===== src/include/enc_mute_pkg.sv =====
/*
  Constants for the encoder diagnostic muting block: register offsets,
  field positions, reset values and timing counts.
  Assumes a 25 MHz clock and a classic Wishbone slave with 32-bit data.
*/
`default_nettype none
package enc_mute_pkg;
  localparam int unsigned CLK_HZ = 25000000;
  localparam int unsigned TICK_MS = 1;
  localparam int unsigned TICK_CYC = CLK_HZ / 1000 * TICK_MS;
  localparam int unsigned EDGE_WINDOW_MS = 2000;
  localparam int unsigned PERIOD_MIN_MS = 100;
  localparam int unsigned PERIOD_MAX_MS = 25000;
  localparam logic [15:0] PERIOD_RST = 16'h0064;
  localparam int unsigned NUM_AXES = 2;
  // Register byte addresses
  localparam logic [7:0] REG_CTRL = 8'h00;
  localparam logic [7:0] REG_PERIOD = 8'h04;
  localparam logic [7:0] REG_STATUS = 8'h08;
  localparam logic [7:0] REG_IRQ_STAT = 8'h0C;
  localparam logic [7:0] REG_IRQ_MASK = 8'h10;
  localparam logic [7:0] REG_MEAS_LEN = 8'h14;
  localparam logic [7:0] REG_PRESET = 8'h18;
  localparam logic [7:0] REG_POS = 8'h1C;
  // Control fields
  localparam int unsigned CTRL_ENABLE = 0;
  localparam int unsigned CTRL_MODE = 1;
  localparam int unsigned CTRL_AXIS = 2;
  localparam int unsigned CTRL_SUP_PERM = 3;
  localparam logic [3:0] CTRL_RST = 4'h0;
  // Status and interrupt fields
  localparam int unsigned ST_MUTE = 0;
  localparam int unsigned ST_ARMED = 1;
  localparam int unsigned ST_RUN = 2;
  localparam int unsigned ST_SUP = 3;
  localparam int unsigned EV_MUTE_START = 0;
  localparam int unsigned EV_MUTE_END = 1;
  localparam int unsigned EV_PERIOD_REJ = 2;
  localparam int unsigned EV_PRESET_REJ = 3;
  localparam int unsigned EV_ALARM = 4;
  localparam int unsigned EV_ENC_FLAG = 5;
  localparam int unsigned EV_W = 6;
  localparam logic [31:0] MEAS_LEN_RST = 32'h0000FFFF;
  typedef enum logic [1:0] {
    ARM_IDLE = 2'b00,
    ARM_LOW = 2'b01,
    ARM_READY = 2'b10
  } arm_state_e;
endpackage : enc_mute_pkg
`default_nettype wire


===== src/hw/enc_mute.sv =====
/*
  Encoder diagnostic muting: a timed suppressor of the two-channel
  plausibility test and an encoder status supervision element, with a
  Wishbone register file and one level interrupt.
  Assumes encoder fault inputs come from another clock domain or pins and
  are synchronised here; activation input is a pin.
*/
// Our own choices: the placing of the registers and the Wishbone slave port.
`timescale 1ns/100ps
`default_nettype none
module enc_mute
  import enc_mute_pkg::*;
(
  // Clock and reset
  input wire logic clk,
  input wire logic rstn,
  // Wishbone slave
  input wire logic wb_cyc_i,
  input wire logic wb_stb_i,
  input wire logic wb_we_i,
  input wire logic [7:0] wb_adr_i,
  input wire logic [3:0] wb_sel_i,
  input wire logic [31:0] wb_dat_i,
  output logic [31:0] wb_dat_o,
  output logic wb_ack_o,
  // Encoder side, asynchronous
  input wire logic mute_request_n,
  input wire logic [NUM_AXES-1:0] position_deviation_alarm,
  input wire logic [NUM_AXES-1:0] speed_deviation_alarm,
  input wire logic [NUM_AXES-1:0] encoder_fault,
  input wire logic supervision_enable,
  // Results
  output logic [NUM_AXES-1:0] plausibility_suppress,
  output logic position_deviation_muting,
  output logic encoder_status_supervision,
  output logic encoder_error,
  output logic alarm_e_prefix,
  output logic outputs_blocked,
  output logic irq
);

  ////////////////////////////////////////////////////////////////////////////
  // Input synchronisers
  localparam int unsigned SW = 2 + 3 * NUM_AXES;
  // Request bit resets to the pin's idle high level, so no false fall follows reset
  localparam logic [SW-1:0] SYNC_RST = {1'b0, 1'b1, {(SW-2){1'b0}}};
  logic [SW-1:0] sync1_q, sync2_q;
  logic [SW-1:0] raw_in;
  assign raw_in = {supervision_enable, mute_request_n, encoder_fault,
                   speed_deviation_alarm, position_deviation_alarm};
  always_ff @(posedge clk or negedge rstn) begin
    if (!rstn) begin
      sync1_q <= SYNC_RST;
      sync2_q <= SYNC_RST;
    end else begin
      sync1_q <= raw_in;
      sync2_q <= sync1_q;
    end
  end
  logic [NUM_AXES-1:0] pos_alarm_s, spd_alarm_s, enc_fault_s;
  logic req_s, sup_en_s;
  assign pos_alarm_s = sync2_q[NUM_AXES-1:0];
  assign spd_alarm_s = sync2_q[2*NUM_AXES-1:NUM_AXES];
  assign enc_fault_s = sync2_q[3*NUM_AXES-1:2*NUM_AXES];
  assign req_s = sync2_q[SW-2];
  assign sup_en_s = sync2_q[SW-1];

  ////////////////////////////////////////////////////////////////////////////
  // Millisecond tick
  logic [14:0] div_q, div_d;
  logic tick;
  // One-cycle enable every millisecond
  assign tick = (div_q == 15'(TICK_CYC - 1));
  always_comb begin
    div_d = tick ? 15'h0000 : div_q + 15'h0001;
  end
  always_ff @(posedge clk or negedge rstn) begin
    if (!rstn) div_q <= 15'h0000;
    else div_q <= div_d;
  end

  ////////////////////////////////////////////////////////////////////////////
  // Registers and bus
  logic [3:0] ctrl_q, ctrl_d;
  logic [15:0] period_q, period_d;
  logic [EV_W-1:0] ist_q, ist_d, imask_q, imask_d, ev, ev_bus;
  logic [31:0] meas_len_q, meas_len_d, pos_q, pos_d;
  logic [31:0] rdata_d;
  logic ack_d, wr, rd_ok;
  logic [31:0] wmask;
  logic [3:0] status;
  assign wr = wb_cyc_i && wb_stb_i && wb_we_i && !wb_ack_o;
  assign wmask = {{8{wb_sel_i[3]}}, {8{wb_sel_i[2]}}, {8{wb_sel_i[1]}}, {8{wb_sel_i[0]}}};
  logic [31:0] wval;
  always_comb begin
    wval = 32'h0;
    case (wb_adr_i)
      REG_CTRL: wval = {28'h0, ctrl_q};
      REG_PERIOD: wval = {16'h0, period_q};
      REG_MEAS_LEN: wval = meas_len_q;
      REG_PRESET: wval = pos_q;
      default: wval = 32'h0;
    endcase
    wval = (wval & ~wmask) | (wb_dat_i & wmask);
  end
  logic period_ok, preset_ok;
  assign period_ok = (wval[31:16] == 16'h0) && (wval[15:0] >= 16'(PERIOD_MIN_MS))
                     && (wval[15:0] <= 16'(PERIOD_MAX_MS));
  assign preset_ok = (wval != 32'h0) && (wval < meas_len_q);
  always_comb begin
    ctrl_d = ctrl_q;
    period_d = period_q;
    meas_len_d = meas_len_q;
    pos_d = pos_q;
    imask_d = imask_q;
    ev_bus = {EV_W{1'b0}};
    if (wr) begin
      case (wb_adr_i)
        REG_CTRL: ctrl_d = wval[3:0];
        REG_PERIOD: begin
          if (period_ok) period_d = wval[15:0];
          else ev_bus[EV_PERIOD_REJ] = 1'b1;
        end
        REG_MEAS_LEN: meas_len_d = wval;
        REG_PRESET: begin
          if (preset_ok) pos_d = wval;
          else ev_bus[EV_PRESET_REJ] = 1'b1;
        end
        REG_IRQ_MASK: imask_d = wval[EV_W-1:0];
        default: ;
      endcase
    end
    rd_ok = 1'b1;
    case (wb_adr_i)
      REG_CTRL: rdata_d = {28'h0, ctrl_q};
      REG_PERIOD: rdata_d = {16'h0, period_q};
      REG_STATUS: rdata_d = {24'h0, 2'(NUM_AXES), enc_fault_s, status};
      REG_IRQ_STAT: rdata_d = {{(32-EV_W){1'b0}}, ist_q};
      REG_IRQ_MASK: rdata_d = {{(32-EV_W){1'b0}}, imask_q};
      REG_MEAS_LEN: rdata_d = meas_len_q;
      REG_PRESET: rdata_d = pos_q;
      REG_POS: rdata_d = pos_q;
      default: begin
        rdata_d = 32'h0;
        rd_ok = 1'b0;
      end
    endcase
    ack_d = wb_cyc_i && wb_stb_i && !wb_ack_o;
  end
  always_ff @(posedge clk or negedge rstn) begin
    if (!rstn) begin
      ctrl_q <= CTRL_RST;
      period_q <= PERIOD_RST;
      meas_len_q <= MEAS_LEN_RST;
      pos_q <= 32'h0;
      imask_q <= {EV_W{1'b0}};
      wb_dat_o <= 32'h0;
      wb_ack_o <= 1'b0;
    end else begin
      ctrl_q <= ctrl_d;
      period_q <= period_d;
      meas_len_q <= meas_len_d;
      pos_q <= pos_d;
      imask_q <= imask_d;
      // Read data is zero outside the acknowledge cycle
      wb_dat_o <= (ack_d && rd_ok) ? rdata_d : 32'h0;
      wb_ack_o <= ack_d;
    end
  end

  ////////////////////////////////////////////////////////////////////////////
  // Activation edge pair monitor
  arm_state_e arm_q, arm_d;
  logic [10:0] win_q, win_d;
  logic req_q;
  logic armed;
  logic [15:0] cnt_q, cnt_d;
  logic mute_q, mute_d, start;
  logic axis_alarm;
  assign axis_alarm = pos_alarm_s[ctrl_q[CTRL_AXIS]];
  always_comb begin
    arm_d = arm_q;
    win_d = win_q;
    armed = 1'b0;
    case (arm_q)
      ARM_IDLE: begin
        if (req_q && !req_s && ctrl_q[CTRL_ENABLE]) begin
          arm_d = ARM_LOW;
          win_d = 11'h000;
        end
      end
      ARM_LOW: begin
        if (tick) win_d = win_q + 11'h001;
        if (win_q >= 11'(EDGE_WINDOW_MS)) arm_d = ARM_IDLE;
        else if (req_s) arm_d = ARM_READY;
      end
      // Armed waits for the start condition or a disable
      ARM_READY: begin
        armed = 1'b1;
        if (mute_q || !ctrl_q[CTRL_ENABLE]) arm_d = ARM_IDLE;
      end
      default: arm_d = ARM_IDLE;
    endcase
  end

  ////////////////////////////////////////////////////////////////////////////
  // Muting timer
  always_comb begin
    start = armed && !mute_q && (ctrl_q[CTRL_MODE] || axis_alarm);
    mute_d = mute_q;
    cnt_d = cnt_q;
    if (start) begin
      mute_d = 1'b1;
      cnt_d = period_q;
    end else if (mute_q && tick) begin
      if (cnt_q <= 16'h0001) begin
        mute_d = 1'b0;
        cnt_d = 16'h0000;
      end else cnt_d = cnt_q - 16'h0001;
    end
    if (!ctrl_q[CTRL_ENABLE]) mute_d = 1'b0;
  end

  ////////////////////////////////////////////////////////////////////////////
  // Supervision and run state
  logic sup, run_q, run_d, fault_any;
  assign sup = ctrl_q[CTRL_SUP_PERM] || sup_en_s;
  assign fault_any = |(enc_fault_s | spd_alarm_s | (pos_alarm_s & ~plausibility_mask()));
  function automatic logic [NUM_AXES-1:0] plausibility_mask();
    // Next muting state, so the alarm that starts muting cannot trip run
    plausibility_mask = mute_d ? (NUM_AXES'(1) << ctrl_q[CTRL_AXIS]) : {NUM_AXES{1'b0}};
  endfunction : plausibility_mask
  always_comb begin
    run_d = run_q;
    // Run falls once and stays down until reset
    if (fault_any && !sup && !(mute_d && !(|enc_fault_s))) run_d = 1'b0;
    // Supervision freezes the run state
    if (sup) run_d = run_q;
  end
  assign status = {sup, run_q, armed, mute_q};
  always_comb begin
    ev = ev_bus;
    ev[EV_MUTE_START] = start;
    ev[EV_MUTE_END] = mute_q && !mute_d;
    ev[EV_ALARM] = run_q && !run_d;
    ev[EV_ENC_FLAG] = sup && fault_any;
    ist_d = ist_q;
    // An event wins over a clear in the same cycle
    if (wr && wb_adr_i == REG_IRQ_STAT) ist_d = ist_q & ~(wb_dat_i[EV_W-1:0]);
    ist_d = ist_d | ev;
  end
  always_ff @(posedge clk or negedge rstn) begin
    if (!rstn) begin
      arm_q <= ARM_IDLE;
      win_q <= 11'h000;
      req_q <= 1'b1;
      cnt_q <= 16'h0000;
      mute_q <= 1'b0;
      run_q <= 1'b1;
      ist_q <= {EV_W{1'b0}};
      plausibility_suppress <= {NUM_AXES{1'b0}};
      position_deviation_muting <= 1'b0;
      encoder_status_supervision <= 1'b0;
      encoder_error <= 1'b0;
      alarm_e_prefix <= 1'b0;
      outputs_blocked <= 1'b0;
      irq <= 1'b0;
    end else begin
      arm_q <= arm_d;
      win_q <= win_d;
      req_q <= req_s;
      cnt_q <= cnt_d;
      mute_q <= mute_d;
      run_q <= run_d;
      ist_q <= ist_d;
      plausibility_suppress <= mute_d ? (NUM_AXES'(1) << ctrl_q[CTRL_AXIS]) : {NUM_AXES{1'b0}};
      position_deviation_muting <= mute_d;
      encoder_status_supervision <= sup;
      encoder_error <= sup && fault_any;
      alarm_e_prefix <= sup && fault_any;
      outputs_blocked <= !run_d;
      irq <= |(ist_d & imask_q);
    end
  end
endmodule : enc_mute
`default_nettype wire


===== config.mk =====
export PLATFORM = sky130hd
export DESIGN_NAME = enc_mute
export DESIGN_NICKNAME = d
export VERILOG_FILES = /design/src/include/enc_mute_pkg.sv /design/src/hw/enc_mute.sv
export SDC_FILE = /design/constraint.sdc
export NUM_CORES = 1
export LEC_CHECK = 0
export BUFFER_PORTS_ARGS = -buffer_cell sky130_fd_sc_hd__buf_2
export CORE_MARGIN = 5
export CORE_UTILIZATION = 45
export CTS_BUF_LIST = sky130_fd_sc_hd__clkbuf_4
export DETAILED_ROUTE_END_ITERATION = 6
export GPL_ROUTABILITY_DRIVEN = 0
export SLEW_MARGIN = 15
export SYNTH_ARGS = -nofsm -noshare
export SYNTH_HDL_FRONTEND = slang
export SYNTH_SLANG_ARGS = --single-unit

===== constraint.sdc =====
create_clock -name clk -period 10.7 [get_ports clk]
set_input_delay 1.07 -clock clk [delete_from_list [all_inputs] [get_ports clk]]
set_output_delay 1.07 -clock clk [all_outputs]
set_load 0.03 [all_outputs]

==> metrics.md, run 1 <==
| Metric | Value |
|---|---|
| Status | `completed` |
| # Post-CTS Setup Buffers | `0` |
| CP Capture Type | `flop` |
| Die H | `164 um` |
| Routed wire length | `around 28000 um` |
| CTS resizes | `0` |
| Cell row count | `56` |
| Port bufs | `97` |
| Setup crit start | `wb_adr_i[2]` |
| R2r setup slk | `around 6.0 ns` |
| Final nets | `~1200` |
| Critical Path Max Stage Delay | `~1.3 ns` |
| Slew @ Worst Pin | `1.18 ns` |
| Slew Viols, Final | `0` |
| Clock slew at reported path FFs | `0.18 ns` |
| CTS root buf | `clkbuf_4` |
| Worst path slowest cell | `or4_2` |
| Post-synth EDFFs | `0` |
| Post-Route Skew | `~0.034 ns` |
| Minimum clock period | `5.64 ns` |
| Hold_buf cts | `0` |
| Max-Cap Viols | `0` |
| Crit path cell chain | `buf_2, nor4b_2, buf_4, nand2_1, nor2_1, a21oi_1, o21ai_0, ha_1, a211oi_1, nor2_1, nor3_1, o21ai_0, o211ai_1, a2111oi_0, or4_2, mux2_4` |
| Period utilisation layout | `0.527` |
| Post-DP Area | `approximately 0.011 mm^2` |
| RSZ-0062 raised after global routing | `no` |
| Hold worst-path end | `sync2_q[6]` |
| Vias in the first global route | `8161` |
| Worst r2r dst | `pos_q[22]` |
| Worst rel slew slack | `0.214` |
| Max Clock Freq | `0.177 GHz` |
| Mapped Cells | `1050` |
| Drt first pass iters | `5` |
| Post-route DRC | `0` |
| Leak pwr | `5.59 nW` |
| Arrival time at the worst endpoint | `6.11 ns` |
| Largest net degree at the start of global routing | `79` |
| Syn. warnings | `0` |
| Seq/Total Area, Yosys | `0.467` |
| WL/cell | `19.4 um` |
| R2R Path Start | `period_q[5]` |
| WHS Path Cells | `0` |
| Top delay family on crit path | `simple AND/OR/NAND/NOR gates` |
| Crit start category | `input pin` |
| Vias | `about 8300` |
| Core Util, Final | `0.500` |
| Placed wire-length estimate | `19900 um` |
| Chip Width | `164 um` |
| Clock sinks | `198` |
| Final hold viol count | `0` |
| Async S/R FF share, synth | `1.00` |
| Fill count | `2239` |
| Initial antenna violation count | `1` |
| Critical Path RT | `11.18 ns` |
| TritonCTS buffer count | `17` |
| HP Start | `sync1_q[6]` |
| CTS tree | `built` |
| Hold crit path type | `flop to flop` |
| DIE AREA | `0.0269 mm^2` |
| First-pass GRT wire length | `roughly 45000 um` |
| Maximum clock path buffer count | `2` |
| Crit path buffers/inverters | `2` |
| Synthesized area | `roughly 0.011 mm^2` |
| IO Count | `98` |
| Reg2Reg Depth | `12` |
| Initial Utilization | `0.456` |
| Core area | `0.0234 mm^2` |
| Final setup violation count | `0` |
| Yosys reg bits | `198` |
| Maximum VDD drop | `0.0000805 V` |
| Iteration-0 DRC Markers | `670` |
| Total GRT Usage | `0.211` |
| Design Area, Final | `0.0117 mm^2` |
| Syn Nets | `1143` |
| Final Non-Filler Cells | `1449` |
| Unique masters post-synth | `82` |
| P&R area growth vs syn | `9.60%` |
| # placed instances | `1416` |
| Share of layout cells above drive strength 1 | `0.219` |
| PwrDens | `113 mW/mm^2` |
| Top_reg_cell synth | `dfrtp_1` |
| Fin Setup TNS | `0 ns` |
| WS Path Type | `input pin to flop` |
| Clk_lat worst skew | `roughly 0.6 ns` |
| Vias per inst | `5.75` |
| Global route overflow | `0` |
| Avg Cell Area, Syn | `10.2 um^2` |
| ANT nets after route | `0` |
| CP max FO | `38` |
| H-tree levels | `4` |
[worst max-delay path by stage]
stage	to	slack [ns]	depth (start not counted)
5_1_grt	pos_q[22]	4.87	16
6_report	pos_q[22]	5.06	16
3_3_place_gp	pos_q[11]	4.64	16
2_1_floorplan	pos_q[10]	6.13	15
4_1_cts	pos_q[22]	5.15	16
3_5_place_dp	pos_q[31]	4.52	13
[per-stage QoR]
stage                     setup WS (ns)  power, W  hold WS, ns
after CTS                          5.15   0.00134        0.371
after floorplan                    6.13  0.000844        0.331
final                              5.06   0.00133        0.368
after global placement             4.64  0.000896        0.332
after detailed placement           4.52  0.000897        0.335
after global routing               4.87   0.00138        0.375
[synth_stat cells, types with 7 or more instances]
cell	n	area (um^2)
dfstp_2	23	604
a211oi_1	7	52.6
a32oi_1	7	61.3
clkbuf_1	36	135
o31ai_1	8	60.1
xnor2_1	8	70.1
a21o_1	8	60.1
nand3b_1	24	180
o21ai_0	36	180
nand2_1	66	248
nor2_1	121	454
nor2b_1	7	43.8
or4_1	9	67.6
mux2i_1	9	90.1
a22oi_1	35	263
buf_2	14	70.1
a21oi_1	75	375
mux2_2	29	327
or3_1	7	43.8
ha_1	36	450
nor3_1	18	90.1
inv_1	47	176
a22o_1	15	131
xor2_1	15	131
nand4_1	13	81.3
mux2_4	39	586
nor4_1	9	56.3
o21ai_1	7	35.0
nand3_1	22	110
and2_1	10	62.6
a31oi_1	11	68.8
dfrtp_1	175	4380
[report_power, final]
group	switching (W)	internal, W
logic	0.0000800	0.0000394
registers	0.00000575	0.000759
clock network	0.000309	0.000134
total	0.000394	0.000932
[registers in the layout, indices dropped and copies added, names as in the netlist]
register,flops
sync2_q,8
imask_q,6
req_q,1
div_q,15
wb_dat_o,32
irq,1
encoder_status_supervision,1
meas_len_q,32
run_q,1
ist_q,6
plausibility_suppress,2
wb_ack_o,1
mute_q,1
pos_q,32
arm_q,2
cnt_q,16
period_q,16
alarm_e_prefix,1
win_q,11
ctrl_q,4
outputs_blocked,1
sync1_q,8
[cell type report]
type,count,area (um^2),share of cell area
Sequential cell,198,4980,0.426
Antenna cell,1,2.50,0.000214
Clock inverter,15,204,0.0174
Inverter,47,176,0.0151
Tap cell,319,399,0.0341
Multi-Input combinational cell,745,5230,0.447
Timing Repair Buffer,107,569,0.0487
Clock buffer,17,128,0.0109
[routing by layer]
layer  vias up  GRT usage  part of all wire
met1      4101      0.326              0.50
met2       238      0.306              0.43
met5         -          0                 0
met4         0     0.0579             0.016
met3        28     0.0336             0.053
li1       3959          -                 -
[cell usage in the layout, fill, tap and decap left out, types with 13 or more instances in the layout]
master    Yosys  layout
a21oi_1      75      75
dfstp_2      23      23
dfrtp_1     175     175
ha_1         36      36
nand3b_1     24      24
inv_1        47      47
nand2_1      66      65
o21ai_0      36      36
buf_2        14      96
xor2_1       15      15
clkbuf_4      0      17
mux2_4       39      39
nor2_1      121     121
mux2_2       29      29
nand4_1      13      13
a22oi_1      35      35
nor3_1       18      18
a22o_1       15      15
nand3_1      22      22
[kinds of logic (layout without fill, tap and decap cells)]
kind of cell | Yosys count | count (layout) | synth area share
adder cells (fa/ha/maj) | 36 | 36 | 0.0422
buffers and inverters | 107 | 186 | 0.0435
XOR/XNOR | 23 | 23 | 0.0189
AND/OR/NAND/NOR | 341 | 341 | 0.163
flip-flops | 198 | 198 | 0.467
multiplexers | 79 | 79 | 0.0960
AO/OA/AOI/OAI | 266 | 266 | 0.169
other | 0 | 1 | 0
No activity file was read; power rests on OpenSTA's default activity.
==> inputs of run 2 (changes only) <==
==> constraint.sdc (replaced) <==
create_clock -name clk -period 5.9 [get_ports clk]
set_input_delay 0.59 -clock clk [delete_from_list [all_inputs] [get_ports clk]]
set_output_delay 0.59 -clock clk [all_outputs]
set_load 0.03 [all_outputs]
==> metrics.md, run 2 (same netlist as run 1, synthesis figures left out) <==
| Metric | Value |
|---|---|
| Slew Viols, Final | `0 (unchanged)` |
| Maximum VDD drop | `0.000131 V (+63%)` |
| Leak pwr | `5.68 nW (+1.6%)` |
| Crit start category | `input pin` |
| Cell row count | `56 (unchanged)` |
| Chip Width | `164 um (unchanged)` |
| R2r setup slk | `1.54 ns (-4.48 ns)` |
| TritonCTS buffer count | `17 (unchanged)` |
| Post-DP Area | `0.0115 mm^2 (+1.1%)` |
| Final Non-Filler Cells | `1467 (+1.2%)` |
| Iteration-0 DRC Markers | `709 (+5.8%)` |
| Share of layout cells above drive strength 1 | `0.230 (+0.0114)` |
| Vias in the first global route | `8310 (+1.8%)` |
| Initial antenna violation count | `1 (unchanged)` |
| Routed wire length | `28800 um (+2.7%)` |
| Largest net degree at the start of global routing | `107 (+35%)` |
| DIE AREA | `0.0269 mm^2 (unchanged)` |
| Seq pwr share | `0.579 (+0.003)` |
| Design Area, Final | `0.0118 mm^2 (+1.0%)` |
| Top flop regs | `meas_len_q x32, pos_q x32, wb_dat_o x32` |
| Worst r2r dst | `pos_q[0]` |
| Period utilisation layout | `0.808` |
| Slew @ Worst Pin | `1.09 ns (-0.0845 ns)` |
| Post-Route Skew | `0.0364 ns (+0.00261 ns)` |
| Reg2Reg Depth | `13 (+1)` |
| Max-Cap Viols | `0 (unchanged)` |
| Arrival time at the worst endpoint | `5.27 ns (-0.84 ns)` |
| Clock slew at reported path FFs | `0.18 ns (about the same)` |
| Post-route DRC | `0 (unchanged)` |
| Clk_lat worst skew | `0.62 ns (+0.02 ns)` |
| CTS root buf | `clkbuf_4` |
| Clock power frac | `0.328 (-0.006)` |
| Maximum clock path buffer count | `2 (unchanged)` |
| Placed wire-length estimate | `20600 um (+3.6%)` |
| CP max FO | `34 (-11%)` |
| First-pass GRT wire length | `46200 um (+3.1%)` |
| Worst rel slew slack | `0.271 (+0.0563)` |
| Critical Path RT | `6.41 ns (-4.77 ns)` |
| Switching share of total power | `0.292 (-0.00508)` |
| Clock sinks | `198 (unchanged)` |
| Die H | `164 um (unchanged)` |
| Status | `completed` |
| Drt first pass iters | `5 (unchanged)` |
| Max Clock Freq | `0.210 GHz` |
| Worst hold slack | `0.0235 ns (-0.345 ns)` |
| ANT nets after route | `0 (unchanged)` |
| CP Capture Type | `flop` |
| Vias | `8449 (+1.5%)` |
| Final hold viol count | `0 (unchanged)` |
| Commonest non-fill, non-tap cells in the layout | `dfrtp_1, nor2_1, buf_2, a21oi_1, nand2_1` |
| Fill count | `2230 (-0.40%)` |
| Internal power | `0.00170 W (+82%)` |
| Final nets | `1227 (+1.5%)` |
| R2R Path Start | `ctrl_q[2]` |
| WS Path Type | `input pin to flop` |
| Sw Pwr | `0.000700 W (+78%)` |
| CTS resizes | `0 (unchanged)` |
| IO Count | `98 (unchanged)` |
| Core area | `0.0234 mm^2 (unchanged)` |
| P&R area growth vs syn | `10.8%` |
| Commonest non-fill, non-tap cell in the layout | `dfrtp_1` |
| H-tree levels | `4 (unchanged)` |
| CTS tree | `built` |
| RSZ-0062 raised after global routing | `no` |
| Port bufs | `97 (unchanged)` |
| Area of the multi-input gates | `0.00523 mm^2 (unchanged)` |
| Register area | `0.00498 mm^2 (unchanged)` |
| Fin Setup TNS | `0 ns (unchanged)` |
| PwrDens | `203 mW/mm^2 (+79%)` |
| # placed instances | `1433 (+1.2%)` |
| Final setup violation count | `0 (unchanged)` |
| Total GRT Usage | `0.219 (+0.00780)` |
| Initial Utilization | `0.456 (unchanged)` |
| Core Util, Final | `0.505 (+0.00524)` |
| Hold crit path type | `input pin to asynchronous set/reset pin` |
| Global route overflow | `0 (unchanged)` |
| WL/cell | `19.6 um (+1.4%)` |
| Part of the power in combinational logic | `0.093 (+0.003)` |
| Minimum clock period | `4.76 ns` |
| Vias per inst | `5.76 (+0.23%)` |
-- run 2: power groups by stage --
stage	Sequential, W	Clock (W)	Combinational, W
after floorplan	0.00141	0	0.000121
after global placement	0.00141	0	0.000221
after detailed placement	0.00141	0	0.000222
after CTS	0.00139	0.000805	0.000223
after global routing	0.00139	0.000858	0.000248
final	0.00139	0.000786	0.000224
-- run 2: timing repair --
| action | in CTS | in global routing |
|---|---|---|
| buffers inserted | 0 | 0 |
| hold buffers | 0 | 1 |
| hold endpoints to repair | 0 | 1 |
-- run 2: how the worst max path moves through the flow --
stage                      from   endpoint  slack, ns  cells past startpoint
global placement    wb_adr_i[3]   pos_q[0]       0.80                     14
detailed placement  wb_adr_i[3]   pos_q[0]       0.57                     14
floorplan           wb_adr_i[5]  pos_q[10]       1.81                     15
finish              wb_adr_i[3]   pos_q[0]       1.14                     14
global route        wb_adr_i[3]   pos_q[0]       0.86                     14
CTS                 wb_adr_i[3]   pos_q[0]       1.21                     14
-- run 2: critical path: stages --
cell and delay, ns:
buf_2 0.46, and3b_1 0.54, and3_4 0.38, a21oi_1 0.09
o21ai_1 0.37, ha_1 0.25, o21ai_0 0.10, a211o_1 0.26
o31ai_1 0.38, a21oi_1 0.14, a2111oi_0 0.50, or4_2 0.48
buf_4 0.36, mux2_2 0.36
-- run 2: cell type report --
cell class	instances	area share
Multi-Input combinational cell	745	0.443
Sequential cell	198	0.422
Timing Repair Buffer	125	0.0598
Tap cell	319	0.0338
Clock inverter	14	0.0154
Inverter	47	0.0149
Clock buffer	18	0.0114
Antenna cell	1	0.000212
-- run 2: per-layer routing --
metal	wire, um	track usage	up-vias
met5	0	0	-
met3	1620	0.0409	32
met4	387	0.0492	0
met1	13800	0.326	4152
li1	-	-	3993
met2	12900	0.333	272
-- run 2: through the flow --
stage	setup WS, ns	power [W]
finish	1.14	0.00240
global route	0.856	0.00250
CTS	1.21	0.00241
detailed placement	0.574	0.00163
global placement	0.802	0.00163
floorplan	1.81	0.00153
==> inputs of run 3 (changes only) <==
--- a/config.mk
+++ b/config.mk
@@ -11,6 +11,7 @@
 export CTS_BUF_LIST = sky130_fd_sc_hd__clkbuf_4
 export DETAILED_ROUTE_END_ITERATION = 6
 export GPL_ROUTABILITY_DRIVEN = 0
+export PLACE_DENSITY = 0.66
 export SLEW_MARGIN = 15
 export SYNTH_ARGS = -nofsm -noshare
 export SYNTH_HDL_FRONTEND = slang
==> constraint.sdc (replaced) <==
create_clock -name clk -period 4.1 [get_ports clk]
set_input_delay 0.41 -clock clk [delete_from_list [all_inputs] [get_ports clk]]
set_output_delay 0.41 -clock clk [all_outputs]
set_load 0.03 [all_outputs]
==> metrics.md, run 3 (same netlist as run 1, synthesis figures left out) <==
| Metric | Value |
|---|---|
| Iteration-0 DRC Markers | `661 (-6.8%)` |
| M1 GR Usage | `0.317 (-0.00911)` |
| CP max FO | `8 (-76%)` |
| Minimum clock period | `a little under 4 ns` |
| Critical Path RT | `4.62 ns (-1.79 ns)` |
| Slew @ Worst Pin | `1.00 ns (-0.0930 ns)` |
| Commonest non-fill, non-tap cells in the layout | `dfrtp_1, nor2_1, buf_2, buf_4, a21oi_1` |
| Hold crit path type | `input pin to flop` |
| Maximum VDD drop | `0.000188 V (+43%)` |
| Vias | `8788 (+4.0%)` |
| Met3 Resource Use GR | `0.0321 (-0.00878)` |
| Clk_lat worst skew | `0.61 ns (about the same)` |
| Clock power frac | `0.313 (-0.015)` |
| # placed instances | `1504 (+5.0%)` |
| Core area | `0.0234 mm^2 (unchanged)` |
| CP Capture Type | `flop` |
| Sw Pwr | `0.00102 W (+46%)` |
| Post-route DRC | `0 (unchanged)` |
| Slew Viols, Final | `0 (unchanged)` |
| Worst rel slew slack | `0.328 (+0.0575)` |
| R2R Path Start | `period_q[2]` |
| Cell row count | `56 (unchanged)` |
| H-tree levels | `4 (unchanged)` |
| Switching share of total power | `0.297 (+0.00479)` |
| Leak pwr | `6.09 nW (+7.2%)` |
| Part of the power in combinational logic | `0.108 (+0.015)` |
| Crit start category | `flop` |
| Total power draw | `0.00344 W (+44%)` |
| Clock sinks | `198 (unchanged)` |
| GR peak layer | `met2` |
| Final Non-Filler Cells | `1547 (+5.5%)` |
| Routed wire length | `28600 um (-0.83%)` |
| Status | `completed` |
| Vias per inst | `5.68 (-1.4%)` |
| Worst r2r dst | `pos_q[0]` |
| Placed wire-length estimate | `21300 um (+3.4%)` |
| PwrDens | `276 mW/mm^2 (+36%)` |
| Max-Cap Viols | `0 (unchanged)` |
| Final setup violation count | `0 (unchanged)` |
| Final nets | `1306 (+6.4%)` |
| Period utilisation layout | `0.947` |
| Reg2Reg Depth | `13 (unchanged)` |
| Final hold viol count | `0 (unchanged)` |
| RSZ-0062 raised after global routing | `no` |
| Vias in the first global route | `8660 (+4.2%)` |
| IO Count | `98 (unchanged)` |
| Total GRT Usage | `0.215 (-0.00407)` |
| P&R area growth vs syn | `16.9%` |
| Arrival time at the worst endpoint | `4.40 ns (-0.87 ns)` |
| R2r setup slk | `0.22 ns (-1.32 ns)` |
| ANT nets after route | `0 (unchanged)` |
| Maximum clock path buffer count | `2 (unchanged)` |
| Top flop regs | `meas_len_q x32, pos_q x32, wb_dat_o x32` |
| Commonest non-fill, non-tap cell in the layout | `dfrtp_1` |
| GR Layer Usage met2 | `0.331 (-0.00132)` |
| Internal power | `0.00242 W (+43%)` |
| CTS root buf | `clkbuf_4` |
| WHS Path Cells | `3` |
| TritonCTS buffer count | `17 (unchanged)` |
| Post-Route Skew | `0.0218 ns (-0.0146 ns)` |
| Hold worst-path end | `ist_q[0]` |
| HP Start | `wb_dat_i[0]` |
| WS Path Type | `flop to flop` |
| Chip Width | `164 um (unchanged)` |
| CTS tree | `built` |
| Drt first pass iters | `7 (+2)` |
| First-pass GRT wire length | `45800 um (-0.91%)` |
| Seq pwr share | `0.580 (about the same)` |
| Largest net degree at the start of global routing | `94 (-12%)` |
| Global route overflow | `0 (unchanged)` |
| Initial Utilization | `0.456 (unchanged)` |
| Clock slew at reported path FFs | `0.18 ns (about the same)` |
| Die H | `164 um (unchanged)` |
| WL/cell | `18.5 um (-6.0%)` |
| DIE AREA | `0.0269 mm^2 (unchanged)` |
| Initial antenna violation count | `2 (+1)` |
| Share of layout cells above drive strength 1 | `0.273 (+0.0431)` |
| Port bufs | `97 (unchanged)` |
| # Post-CTS Setup Buffers | `0 (unchanged)` |
| Max Clock Freq | `0.258 GHz` |
==> run 3: metal layers <==
metal,vias to the layer above,routed length [um],share of wire
met3,33,1780,0.062
met4,0,456,0.016
met5,-,0,0
li1,4153,-,-
met2,289,12900,0.45
met1,4313,13500,0.47
==> run 3: critical path: stages, from the launching register on <==
cell and delay (ns):
dfstp_2 0.58, mux2i_1 0.07, o2bb2ai_1 0.34, a22o_1 0.23
mux2_2 0.18, ha_1 0.17, nor2_1 0.05, a211o_1 0.28
o31ai_1 0.35, a21oi_1 0.15, a2111oi_1 0.56, or4_2 0.28
buf_4 0.21, mux2_2 0.35
==> run 3: power by group through the flow <==
stage / clock, W / combinational, W / sequential [W]
after floorplan: 0 / 0.000173 / 0.00203
after CTS: 0.00110 / 0.000369 / 0.00200
after global routing: 0.00119 / 0.000408 / 0.00200
after global placement: 0 / 0.000358 / 0.00203
final: 0.00108 / 0.000371 / 0.00200
after detailed placement: 0 / 0.000361 / 0.00203
==> run 3: cell type report <==
cell class / instances / area (um^2)
Fill cell: 2179 / 10900
Multi-Input combinational cell: 745 / 5240
Sequential cell: 198 / 4980
Timing Repair Buffer: 204 / 1370
Tap cell: 319 / 399
Inverter: 47 / 176
Clock inverter: 15 / 175
Clock buffer: 17 / 128
Antenna cell: 2 / 5.00
==> run 3: metrics by stage <==
step / setup WS (ns) / util / cell area (um^2) / hold slack [ns] / TNS (ns)
floorplan: 0.193 / - / 10700 / 0.114 / 0
global placement: -0.242 / 0.516 / 12100 / 0.334 / -7.01
detailed placement: -0.343 / 0.516 / 12100 / 0.335 / -10.22
finish: 0.218 / 0.533 / 12500 / 0.138 / 0
CTS: 0.195 / 0.533 / 12500 / 0.0993 / 0
global route: 0.0626 / 0.533 / 12500 / 0.107 / 0
==> run 3: timing repair <==
item | in CTS | in global routing
hold endpoints to repair | 88 | 0
hold buffers | 9 | 0
setup endpoints to repair | 0 | 28
resized for setup | 0 | 1
==> run 3: worst max path at each step <==
stage                 from   endpoint  slack [ns]  cells past startpoint
2_1_floorplan  wb_adr_i[5]  pos_q[10]        0.19                     15
3_3_place_gp   wb_adr_i[5]   pos_q[0]       -0.24                     16
3_5_place_dp   wb_adr_i[2]   pos_q[0]       -0.34                     15
4_1_cts          ctrl_q[2]  pos_q[21]        0.20                     13
5_1_grt          ctrl_q[2]  pos_q[11]        0.06                     13
6_report       period_q[2]   pos_q[0]        0.22                     13
